[src/scpm_pkg.sv]
// Function
// - Register at offset 20h, resets to zero
// - Bits 31 to 26 read zero
// - Bit 25 sets on any card access
// - A register read clears bit 25, unless a card access comes in the same cycle
// - Bit 24 shows clock changed from normal
// - Bits 23 to 17 read zero
// - Bit 16 gates the bit 0 selection
// - Bit 16 resets to zero, control disabled
// - Bits 15 to 1 read zero
// - Bit 0 clear: idle may stop clock
// - Bit 0 enabled: idle slows clock sixteenfold
package scpm_pkg;

    // ------------------------------------------------------------
    // Register map
    // ------------------------------------------------------------
    localparam int ADDR_W = 8;
    localparam logic [ADDR_W-1:0] REG_OFFSET = 8'h20;
    localparam logic [31:0] REG_RESET = 32'h0000_0000;

    localparam int ACCESS_BIT = 25;
    localparam int CHANGED_BIT = 24;
    localparam int UNLOCK_BIT = 16;
    localparam int SELECT_BIT = 0;

    // Byte lane that carries each writable bit
    localparam int UNLOCK_LANE = 2;
    localparam int SELECT_LANE = 0;

    // ------------------------------------------------------------
    // Bus answers
    // ------------------------------------------------------------
    localparam logic [1:0] RESP_OKAY = 2'h0;
    localparam logic [1:0] RESP_SLVERR = 2'h2;

    // ------------------------------------------------------------
    // Card clock generation
    // ------------------------------------------------------------
    // Both source edges are counted, so 16 edges per output half period
    localparam int SLOW_CNT_W = 4;
    localparam logic [SLOW_CNT_W-1:0] SLOW_CNT_ZERO = 4'h0;
    localparam logic [SLOW_CNT_W-1:0] SLOW_CNT_LAST = 4'hf;
    localparam logic [SLOW_CNT_W-1:0] SLOW_CNT_STEP = 4'h1;

    typedef enum logic [1:0] {
        SCPM_NORMAL = 2'b00,
        SCPM_SLOW = 2'b01,
        SCPM_STOPPED = 2'b10
    } scpm_mode_t;

endpackage

[src/scpm_sync.sv]
module scpm_sync (
    input wire logic aclk,
    input wire logic aresetn,
    input wire logic async_in,
    output logic sync_out
);

    logic meta_q;

    // First stage feeds only the second stage
    always_ff @(posedge aclk) begin
        if (!aresetn) begin
            meta_q <= 1'b0;
            sync_out <= 1'b0;
        end else begin
            meta_q <= async_in;
            sync_out <= meta_q;
        end
    end

endmodule // scpm_sync

[src/scpm_top.sv]
module scpm_top (
    input wire logic aclk,
    input wire logic aresetn,
    // AXI4-Lite write address
    input wire logic [scpm_pkg::ADDR_W-1:0] s_axi_awaddr,
    input wire logic [2:0] s_axi_awprot,
    input wire logic s_axi_awvalid,
    output logic s_axi_awready,
    // AXI4-Lite write data
    input wire logic [31:0] s_axi_wdata,
    input wire logic [3:0] s_axi_wstrb,
    input wire logic s_axi_wvalid,
    output logic s_axi_wready,
    // AXI4-Lite write response
    output logic [1:0] s_axi_bresp,
    output logic s_axi_bvalid,
    input wire logic s_axi_bready,
    // AXI4-Lite read address
    input wire logic [scpm_pkg::ADDR_W-1:0] s_axi_araddr,
    input wire logic [2:0] s_axi_arprot,
    input wire logic s_axi_arvalid,
    output logic s_axi_arready,
    // AXI4-Lite read data
    output logic [31:0] s_axi_rdata,
    output logic [1:0] s_axi_rresp,
    output logic s_axi_rvalid,
    input wire logic s_axi_rready,
    // Socket side
    input wire logic card_clk_src,
    input wire logic socket_idle,
    input wire logic card_access_pulse,
    output logic card_clk,
    output logic clock_changed_status
);

    // ------------------------------------------------------------
    // Declarations
    // ------------------------------------------------------------
    logic aw_full_q;
    logic [scpm_pkg::ADDR_W-1:0] aw_addr_q;
    logic w_full_q;
    logic [31:0] w_data_q;
    logic [3:0] w_strb_q;
    logic bvalid_q;
    logic [1:0] bresp_q;
    logic rvalid_q;
    logic [31:0] rdata_q;
    logic [1:0] rresp_q;

    logic aw_hs;
    logic w_hs;
    logic ar_hs;
    logic wr_commit;
    logic wr_hit;
    logic rd_hit;
    logic rd_clear;
    logic unlock_wr_en;
    logic select_wr_en;

    logic card_access_seen_q;
    logic card_access_seen_d;
    logic clock_policy_unlock_q;
    logic slow_not_stop_select_q;
    logic clock_changed_status_q;
    logic [31:0] reg_value;

    logic src_sync;
    logic idle_sync;
    logic src_prev_q;
    logic src_edge;
    logic policy_slow;
    scpm_pkg::scpm_mode_t mode_q;
    scpm_pkg::scpm_mode_t mode_target;
    logic [scpm_pkg::SLOW_CNT_W-1:0] slow_cnt_q;
    logic card_clk_q;
    logic mode_switch;
    logic slow_wrap;

    // ------------------------------------------------------------
    // Write channels
    // ------------------------------------------------------------
    // Address and data are parked separately so they may come in either order
    assign s_axi_awready = !aw_full_q && !bvalid_q;
    assign s_axi_wready = !w_full_q && !bvalid_q;
    assign aw_hs = s_axi_awvalid && s_axi_awready;
    assign w_hs = s_axi_wvalid && s_axi_wready;
    assign wr_commit = aw_full_q && w_full_q && !bvalid_q;

    // Word aligned decode, byte offset bits ignored
    assign wr_hit = (aw_addr_q[scpm_pkg::ADDR_W-1:2] == scpm_pkg::REG_OFFSET[scpm_pkg::ADDR_W-1:2]);

    always_ff @(posedge aclk) begin
        if (!aresetn) begin
            aw_full_q <= 1'b0;
            aw_addr_q <= '0;
        end else if (aw_hs) begin
            aw_full_q <= 1'b1;
            aw_addr_q <= s_axi_awaddr;
        end else if (wr_commit) begin
            aw_full_q <= 1'b0;
        end
    end

    always_ff @(posedge aclk) begin
        if (!aresetn) begin
            w_full_q <= 1'b0;
            w_data_q <= '0;
            w_strb_q <= '0;
        end else if (w_hs) begin
            w_full_q <= 1'b1;
            w_data_q <= s_axi_wdata;
            w_strb_q <= s_axi_wstrb;
        end else if (wr_commit) begin
            w_full_q <= 1'b0;
        end
    end

    // ------------------------------------------------------------
    // Write response
    // ------------------------------------------------------------
    // Answer waits for both halves, so a lone address never answers
    always_ff @(posedge aclk) begin
        if (!aresetn) begin
            bvalid_q <= 1'b0;
            bresp_q <= scpm_pkg::RESP_OKAY;
        end else if (wr_commit) begin
            bvalid_q <= 1'b1;
            bresp_q <= wr_hit ? scpm_pkg::RESP_OKAY : scpm_pkg::RESP_SLVERR;
        end else if (s_axi_bready) begin
            bvalid_q <= 1'b0;
        end
    end

    assign s_axi_bvalid = bvalid_q;
    assign s_axi_bresp = bresp_q;

    // ------------------------------------------------------------
    // Read channels
    // ------------------------------------------------------------
    // One read in flight; a new address waits until the data is taken
    assign s_axi_arready = !rvalid_q;
    assign ar_hs = s_axi_arvalid && s_axi_arready;
    assign rd_hit = (s_axi_araddr[scpm_pkg::ADDR_W-1:2] == scpm_pkg::REG_OFFSET[scpm_pkg::ADDR_W-1:2]);

    always_ff @(posedge aclk) begin
        if (!aresetn) begin
            rvalid_q <= 1'b0;
            rdata_q <= '0;
            rresp_q <= scpm_pkg::RESP_OKAY;
        end else if (ar_hs) begin
            rvalid_q <= 1'b1;
            rdata_q <= rd_hit ? reg_value : '0;
            rresp_q <= rd_hit ? scpm_pkg::RESP_OKAY : scpm_pkg::RESP_SLVERR;
        end else if (s_axi_rready) begin
            rvalid_q <= 1'b0;
        end
    end

    assign s_axi_rvalid = rvalid_q;
    assign s_axi_rdata = rdata_q;
    assign s_axi_rresp = rresp_q;

    // ------------------------------------------------------------
    // Register fields
    // ------------------------------------------------------------
    // Reserved bits stay zero because only four bits are ever placed
    always_comb begin
        reg_value = scpm_pkg::REG_RESET;
        reg_value[scpm_pkg::ACCESS_BIT] = card_access_seen_q;
        reg_value[scpm_pkg::CHANGED_BIT] = clock_changed_status_q;
        reg_value[scpm_pkg::UNLOCK_BIT] = clock_policy_unlock_q;
        reg_value[scpm_pkg::SELECT_BIT] = slow_not_stop_select_q;
    end

    // A hit on the register clears the flag; a miss leaves it standing
    assign rd_clear = ar_hs && rd_hit;

    // Read value is captured before the clear, and a new access wins
    always_comb begin
        card_access_seen_d = card_access_seen_q;
        if (rd_clear) begin
            card_access_seen_d = 1'b0;
        end
        if (card_access_pulse) begin
            card_access_seen_d = 1'b1;
        end
    end

    always_ff @(posedge aclk) begin
        if (!aresetn) begin
            card_access_seen_q <= scpm_pkg::REG_RESET[scpm_pkg::ACCESS_BIT];
        end else begin
            card_access_seen_q <= card_access_seen_d;
        end
    end

    // ------------------------------------------------------------
    // Writable bits
    // ------------------------------------------------------------
    // Each stored bit follows its own byte lane strobe
    assign unlock_wr_en = wr_commit && wr_hit && w_strb_q[scpm_pkg::UNLOCK_LANE];
    assign select_wr_en = wr_commit && wr_hit && w_strb_q[scpm_pkg::SELECT_LANE];

    // Status bits and reserved bits ignore writes
    always_ff @(posedge aclk) begin
        if (!aresetn) begin
            clock_policy_unlock_q <= scpm_pkg::REG_RESET[scpm_pkg::UNLOCK_BIT];
        end else if (unlock_wr_en) begin
            clock_policy_unlock_q <= w_data_q[scpm_pkg::UNLOCK_BIT];
        end
    end

    always_ff @(posedge aclk) begin
        if (!aresetn) begin
            slow_not_stop_select_q <= scpm_pkg::REG_RESET[scpm_pkg::SELECT_BIT];
        end else if (select_wr_en) begin
            slow_not_stop_select_q <= w_data_q[scpm_pkg::SELECT_BIT];
        end
    end

    // ------------------------------------------------------------
    // Clock mode status
    // ------------------------------------------------------------
    // Lags the mode register by one cycle; a read sees the settled mode
    always_ff @(posedge aclk) begin
        if (!aresetn) begin
            clock_changed_status_q <= scpm_pkg::REG_RESET[scpm_pkg::CHANGED_BIT];
        end else begin
            clock_changed_status_q <= (mode_q != scpm_pkg::SCPM_NORMAL);
        end
    end

    assign clock_changed_status = clock_changed_status_q;

    // ------------------------------------------------------------
    // Socket inputs
    // ------------------------------------------------------------
    scpm_sync u_src_sync (
        .aclk(aclk),
        .aresetn(aresetn),
        .async_in(card_clk_src),
        .sync_out(src_sync)
    );

    scpm_sync u_idle_sync (
        .aclk(aclk),
        .aresetn(aresetn),
        .async_in(socket_idle),
        .sync_out(idle_sync)
    );

    // ------------------------------------------------------------
    // Source edge detect
    // ------------------------------------------------------------
    // Reads only the second stage, never the metastable first one
    always_ff @(posedge aclk) begin
        if (!aresetn) begin
            src_prev_q <= 1'b0;
        end else begin
            src_prev_q <= src_sync;
        end
    end

    // Either edge of the source clock
    assign src_edge = src_sync ^ src_prev_q;

    // ------------------------------------------------------------
    // Clock policy
    // ------------------------------------------------------------
    // Selection only counts while unlocked; otherwise idle means stop
    assign policy_slow = clock_policy_unlock_q && slow_not_stop_select_q;

    // A card access in progress keeps the clock running
    always_comb begin
        if (!idle_sync || card_access_pulse) begin
            mode_target = scpm_pkg::SCPM_NORMAL;
        end else if (policy_slow) begin
            mode_target = scpm_pkg::SCPM_SLOW;
        end else begin
            mode_target = scpm_pkg::SCPM_STOPPED;
        end
    end

    // ------------------------------------------------------------
    // Card clock generator
    // ------------------------------------------------------------
    // Mode changes only while the output is low, so no runt pulse
    // reaches the card; the cost is up to one output period of delay.
    assign mode_switch = src_edge && !card_clk_q && (mode_target != mode_q);
    assign slow_wrap = (slow_cnt_q == scpm_pkg::SLOW_CNT_LAST);

    // An illegal code never matches the target, so the next switch repairs it
    always_ff @(posedge aclk) begin
        if (!aresetn) begin
            mode_q <= scpm_pkg::SCPM_NORMAL;
        end else if (mode_switch) begin
            mode_q <= mode_target;
        end
    end

    // Divider restarts at every switch so the first slow half period is full
    always_ff @(posedge aclk) begin
        if (!aresetn) begin
            slow_cnt_q <= scpm_pkg::SLOW_CNT_ZERO;
        end else if (mode_switch) begin
            slow_cnt_q <= scpm_pkg::SLOW_CNT_ZERO;
        end else if (src_edge && (mode_q == scpm_pkg::SCPM_SLOW)) begin
            if (slow_wrap) begin
                slow_cnt_q <= scpm_pkg::SLOW_CNT_ZERO;
            end else begin
                slow_cnt_q <= slow_cnt_q + scpm_pkg::SLOW_CNT_STEP;
            end
        end
    end

    // ------------------------------------------------------------
    // Card clock output
    // ------------------------------------------------------------
    always_ff @(posedge aclk) begin
        if (!aresetn) begin
            card_clk_q <= 1'b0;
        end else if (mode_switch) begin
            card_clk_q <= (mode_target == scpm_pkg::SCPM_NORMAL) ? src_sync : 1'b0;
        end else if (src_edge) begin
            case (mode_q)
                scpm_pkg::SCPM_NORMAL: begin
                    card_clk_q <= src_sync;
                end
                scpm_pkg::SCPM_SLOW: begin
                    if (slow_wrap) begin
                        card_clk_q <= !card_clk_q;
                    end
                end
                scpm_pkg::SCPM_STOPPED: begin
                    card_clk_q <= 1'b0;
                end
                default: begin
                    card_clk_q <= 1'b0;
                end
            endcase
        end
    end

    assign card_clk = card_clk_q;

endmodule // scpm_top

[config.mk]
export PLATFORM = sky130hd
export DESIGN_NAME = scpm_top
export DESIGN_NICKNAME = d
export VERILOG_FILES = /design/src/scpm_pkg.sv /design/src/scpm_sync.sv /design/src/scpm_top.sv
export SDC_FILE = /design/constraint.sdc
export NUM_CORES = 1
export LEC_CHECK = 0
export ABC_AREA = 1
export BUFFER_PORTS_ARGS = -buffer_cell sky130_fd_sc_hd__buf_2
export CORE_MARGIN = 2
export CORE_UTILIZATION = 42
export DETAILED_ROUTE_END_ITERATION = 7
export GPL_TIMING_DRIVEN = 0
export PLACE_DENSITY_LB_ADDON = 0.08
export RECOVER_POWER = 25
export SLEW_MARGIN = 20
export SYNTH_ARGS = -nofsm -noshare
export SYNTH_HDL_FRONTEND = slang
export SYNTH_SLANG_ARGS = --single-unit
[constraint.sdc]
create_clock -name aclk -period 1.4 [get_ports aclk]
set_clock_uncertainty 0.2 [all_clocks]
set_input_delay 0.21 -clock aclk [delete_from_list [all_inputs] [get_ports aclk]]
set_output_delay 0.21 -clock aclk [all_outputs]
set_load 0.005 [all_outputs]
Yosys cells after proc, flatten, opt, wreduce, memory -nomap -nowiden
Index checks and enable logic that the tools add are counted.

word-level totals
  logic and storage cells = 84
  bits of input ports = 68
  flip-flop bits (word level) = 84
  output and inout bits = 43

operators by class
  reduce and logical (&&, ||, !) cells = 33
  equality and inequality tests = 6
  mux-type cells = 20
  $add $sub $neg = 1
  bitwise gates (word level) = 2

operators with widths
  operator                                              count
  2-to-1 mux 26 bit                                     1
  logical AND 1 bit                                     15
  nonzero test 2 bit                                    7
  2-to-1 mux 1 bit                                      13
  equality test 6 x 4 -> 1 bit (second input constant)  2
  2-to-1 mux 2 bit                                      4
  zero test 1 bit                                       6
  adder 4 x 1 -> 4 bit (second input constant)          1
  equality test 4 bit (second input constant)           1
  zero test 2 bit                                       2
  2-to-1 mux 4 bit                                      1
  != test 3 bit (second input constant)                 1
  equality test 2 x 1 -> 1 bit (second input constant)  1
  != test 2 bit                                         1
  one-hot mux 1 bit (2 select lines)                    1
  AND reduction 2 bit                                   1
  OR reduction 2 bit                                    1
  logical OR 1 bit                                      1
  inverter 1 bit                                        1
  XOR 1 bit                                             1

Depth between registers and ports, before layout
  depth after elaboration = 7
  depth in mapped cells = 10
  mapped depth without buffers = 10

Hierarchy
From an unflattened synthesis, not the netlist that was laid out.

unflattened totals
  cells, all modules = 233
  area total of the unflattened synthesis = 1717.9 um2

by module, submodules not included
  module     cells each  area each (um2)  times used  sequential area each (um2)
  scpm_top   221         1607.8           1           640.6
  scpm_sync  6           55.1             2           40.0

Worst setup path after synthesis
OpenSTA, ideal clock, no wires.

  kind = reg2reg
  start = reg rvalid_q (netlist: s_axi_rvalid)
  end = reg card_access_seen_q
  required time = 1069 ps
  arrival = 986 ps
  cell stages (with the launch flop) = 7
  clock period less this slack = 1317 ps
  setup slack = 83 ps
  setup time = 131 ps
  path buffers = 0
  cells stage by stage = dfxtp_1 > inv_1 > nand2_1 > inv_2 > nand2_1 > o31ai_1 > o22ai_1

on the way
  word-level cells in the longest chain between the ends = 4

ends and longest elaborated chain
  element                       RTL line         text
  from (decl)                   scpm_top.sv:46   logic rvalid_q;
  from (signal assigned)        scpm_top.sv:147  rvalid_q <= 1'b0;
  from (signal assigned)        scpm_top.sv:151  rvalid_q <= 1'b1;
  from (signal assigned)        scpm_top.sv:155  rvalid_q <= 1'b0;
  zero test 1 bit               scpm_top.sv:141  assign s_axi_arready = !rvalid_q;
  via s_axi_arready             scpm_top.sv:22   output logic s_axi_arready,
  logical AND 1 bit             scpm_top.sv:142  assign ar_hs = s_axi_arvalid && s_axi_arready;
  logical AND 1 bit             scpm_top.sv:176  assign rd_clear = ar_hs && rd_hit;
  nonzero test 2 bit (no line)  n/a
  to (signal assigned)          scpm_top.sv:191  card_access_seen_q <= scpm_pkg::REG_RESET[scpm_pkg::ACCESS_BIT];
  to (signal assigned)          scpm_top.sv:193  card_access_seen_q <= card_access_seen_d;
  to (decl)                     scpm_top.sv:60   logic card_access_seen_q;

The timed path passes the listed nets, and every way through them passes these cells.
A chain may end at the register's enable or synchronous reset.

Worst setup path after layout
  start = reg bvalid_q (netlist: s_axi_bvalid)
  end = out s_axi_awready

on the way
  word-level cells in the longest chain between the ends = 2

ends and longest elaborated chain
  element                 RTL line         text
  from (decl)             scpm_top.sv:44   logic bvalid_q;
  from (signal assigned)  scpm_top.sv:124  bvalid_q <= 1'b0;
  from (signal assigned)  scpm_top.sv:127  bvalid_q <= 1'b1;
  from (signal assigned)  scpm_top.sv:130  bvalid_q <= 1'b0;
  zero test 1 bit         scpm_top.sv:83   assign s_axi_awready = !aw_full_q && !bvalid_q;
  logical AND 1 bit       scpm_top.sv:83
  to (decl)               scpm_top.sv:8    output logic s_axi_awready,

Every way passes these cells.

==> results.ini <==
[place]
dp_slack_ps = -51.45
port_buffers = 38
place.gp.congestion = 0.7757
dpl.hpwl_mm = 2.378

[synthesis]
ys_warn_count = 0
yosysTopAreaCell = dfxtp_1
yosysSeqAreaShare_pct = 41.68
ys_ff_latch = 36
syn_area_per_cell_um2 = 7.327
ys_types = 27
syn-cell-area_um2 = 1729
syn_inst = 236
synth_top_cells_by_area = dfxtp_1 42%, buf_4 13%, nand2_1 8.9%, nor2_1 7.6%, inv_1 5.6%
synth_top_cell_area_share_pct = 41.68

[worst_setup_path]
critPathArrivalTime_ps = 960
r2r-end = card_clk
cp_num_buf_inv = 1
path_cells = nor2_1, buf_2
r2r-start = slow_cnt_q[0]
crit_path_end_kind = output port
critPathLaunchType = flop
crit_path_top_delay_cell = dfxtp_1
r2r_slack_ps = 60
worst_r2r_path_depth = 7
path_delay_family = flip-flops
crit_required_ps = 990
slowest_delay_ps = 360
crit_type = reg2out
critPathMaxFanout = 5

[global_route]
grt_pass1_vias = 1282
grt_overflow = 0
grt_max_degree = 12
grtUsageTotal_pct = 15.21
grt_pass1_wl_mm = 5.250
antenna_found_initial = 0

[timing]
rsz0062_at_grt = true
finalHoldViolCount = 0
slew_viol_final = 0
hold_ws_ps = 9.312
fin_crit_sh_pct = 97.55
period_needed_ps = 1366
setup_viol = 0
clock.fmax_ghz = 0.7323
finalWorstSetupSlack_ps = 34.35

[final_layout]
finalNetCount = 398
diodes = 0
final_cell_mix = 37 x buf_2, 36 x buf_4, 33 x nand2_1
layout_commonest_cell = buf_2
layout-drive-gt1-share_pct = 33.03
fin_util_pct = 60.84
num-fill-cells = 394
syn_to_final_growth_pct = 39.73

[route]
first_iter_violations = 59
via_per_inst = 4.068
wire_per_inst_um = 8.524
antenna_left = 0
wirelength_mm = 3.239
firstDrtPassIters = 5
drc = 0
via_count = 1546

[status]
status = complete, no violations

[floorplan]
start_util_pct = 43.54
core_um2 = 3971
die_w_um = 68.17
io_pins = 111
dieArea_um2 = 4646
num_rows = 23
die_height_um = 68.17

[clock_network]
clk_pin_slew_ps = 70
cts.sink_count = 36
cts_buffers = 5
clock_latency_ps = 290
clock_tree.buffer_depth = 2
htree_levels = 2
root_buffer = clkbuf_8
cts_tree = yes

[power]
power_leakage_nw = 1.266
powerDensity_nw_per_um2 = 966.9
ir_worst_vdd_mv = 0.6036

[job]
maxCapViolations = 0

[min_path]
hp-start = aresetn
holdPathEnd = src_prev_q
hold_class = in2reg
worstHoldPathCells = 3

==> worst max path at each step <==
stage | start | endpoint | slack (ps) | depth (start not counted)
after floorplan | s_axi_rvalid | card_access_seen_q | 80 | 6
after global placement | slow_not_stop_select_q | slow_cnt_q[0] | -30 | 9
after detailed placement | slow_not_stop_select_q | slow_cnt_q[2] | -50 | 9
after CTS | clock_policy_unlock_q | slow_cnt_q[1] | 10 | 9
after global routing | u_idle_sync.sync_out | mode_q[0] | -60 | 10
final | s_axi_bvalid | s_axi_awready | 30 | 2
==> cells in the mapped netlist <==
| cell | count |
|---|---|
| nor2_2 | 2 |
| xor2_1 | 2 |
| clkbuf_2 | 1 |
| buf_4 | 30 |
| nor2_1 | 35 |
| nor4_4 | 1 |
| inv_2 | 2 |
| nand2_1 | 41 |
| dfxtp_1 | 36 |
| or2_0 | 1 |
| nand3_1 | 16 |
| o31ai_1 | 1 |
| clkbuf_1 | 1 |
| conb_1 | 1 |
| o22ai_1 | 1 |
| nor3_1 | 2 |
| nand4_1 | 1 |
| o21ai_0 | 11 |
| nand2_2 | 1 |
| nor2_4 | 2 |
| or2_2 | 1 |
| xnor2_1 | 2 |
| ha_1 | 1 |
| a21oi_1 | 16 |
| o21a_1 | 1 |
| buf_2 | 1 |
| inv_1 | 26 |
==> power breakdown <==
| group | internal [W] | leakage [nW] | switching, W | total [W] |
|---|---|---|---|---|
| Combinational | 0.000176 | 0.913 | 0.000162 | 0.000338 |
| Clock | 0.000528 | 0.0552 | 0.000362 | 0.000890 |
| Sequential | 0.00108 | 0.298 | 0.0000309 | 0.00111 |
==> what timing repair did <==
item / in CTS / in global routing
pin swaps: 0 / 5
hold buffers: 13 / 0
hold endpoints to repair: 13 / 0
buffers inserted: 0 / 6
gates resized for setup: 5 / 16
setup endpoints to repair: 6 / 17
==> metal layers <==
metal	track usage (%)	wire, um	vias to the layer above	part of all wire [%]
li1	-	-	866	-
met1	18.25	1481	622	46
met2	25.12	1479	51	46
met3	3.947	210	7	6.5
met4	7.500	68	0	2.1
met5	0	0	-	0
==> worst min-delay path, stage by stage <==
cell	delay [ps]
buf_2	130
nand2_1	80
inv_1	50
==> kinds of logic after synthesis <==
family          after synthesis  share of synthesized area [%]
compound gates               30                          9.045
xor+xnor                      4                          2.026
fa+ha+maj                     1                         0.7235
buf+inv                      61                          19.90
flops                        36                          41.68
other cells                   1                         0.2169
simple gates                103                          26.41
==> area by class of cell <==
| type | instances | area [um2] | share of cell area (%) |
|---|---|---|---|
| plain buffers | 33 | 239.0 | 9.891 |
| clock buffers | 6 | 72.57 | 3.004 |
| clock inverters | 2 | 35.03 | 1.450 |
| inverters | 28 | 105.1 | 4.350 |
| multi-input cells | 168 | 810.8 | 33.56 |
| flip-flops and latches | 36 | 728.2 | 30.14 |
| well taps | 50 | 62.56 | 2.589 |
| repair buffers | 57 | 362.8 | 15.02 |
==> state kept, by name, summed over array words and instances, names as in the netlist, 2 cells and up <==
| signal | count |
|---|---|
| s_axi_rdata | 4 |
| w_data_q | 2 |
| w_strb_q | 2 |
| mode_q | 2 |
| aw_addr_q | 6 |
| slow_cnt_q | 4 |
==> stage by stage <==
step	std cells	setup TNS [ps]	power [W]	area, um2
final	380	0	0.002336	2416
after global routing	380	-281.7	0.002454	2416
after CTS	374	0	0.002328	2338
after detailed placement	353	-220.5	0.001418	2091
after global placement	353	-160.3	0.001415	2091
after floorplan	265	0	0.001333	1838
(Power assumes the default switching activity.)
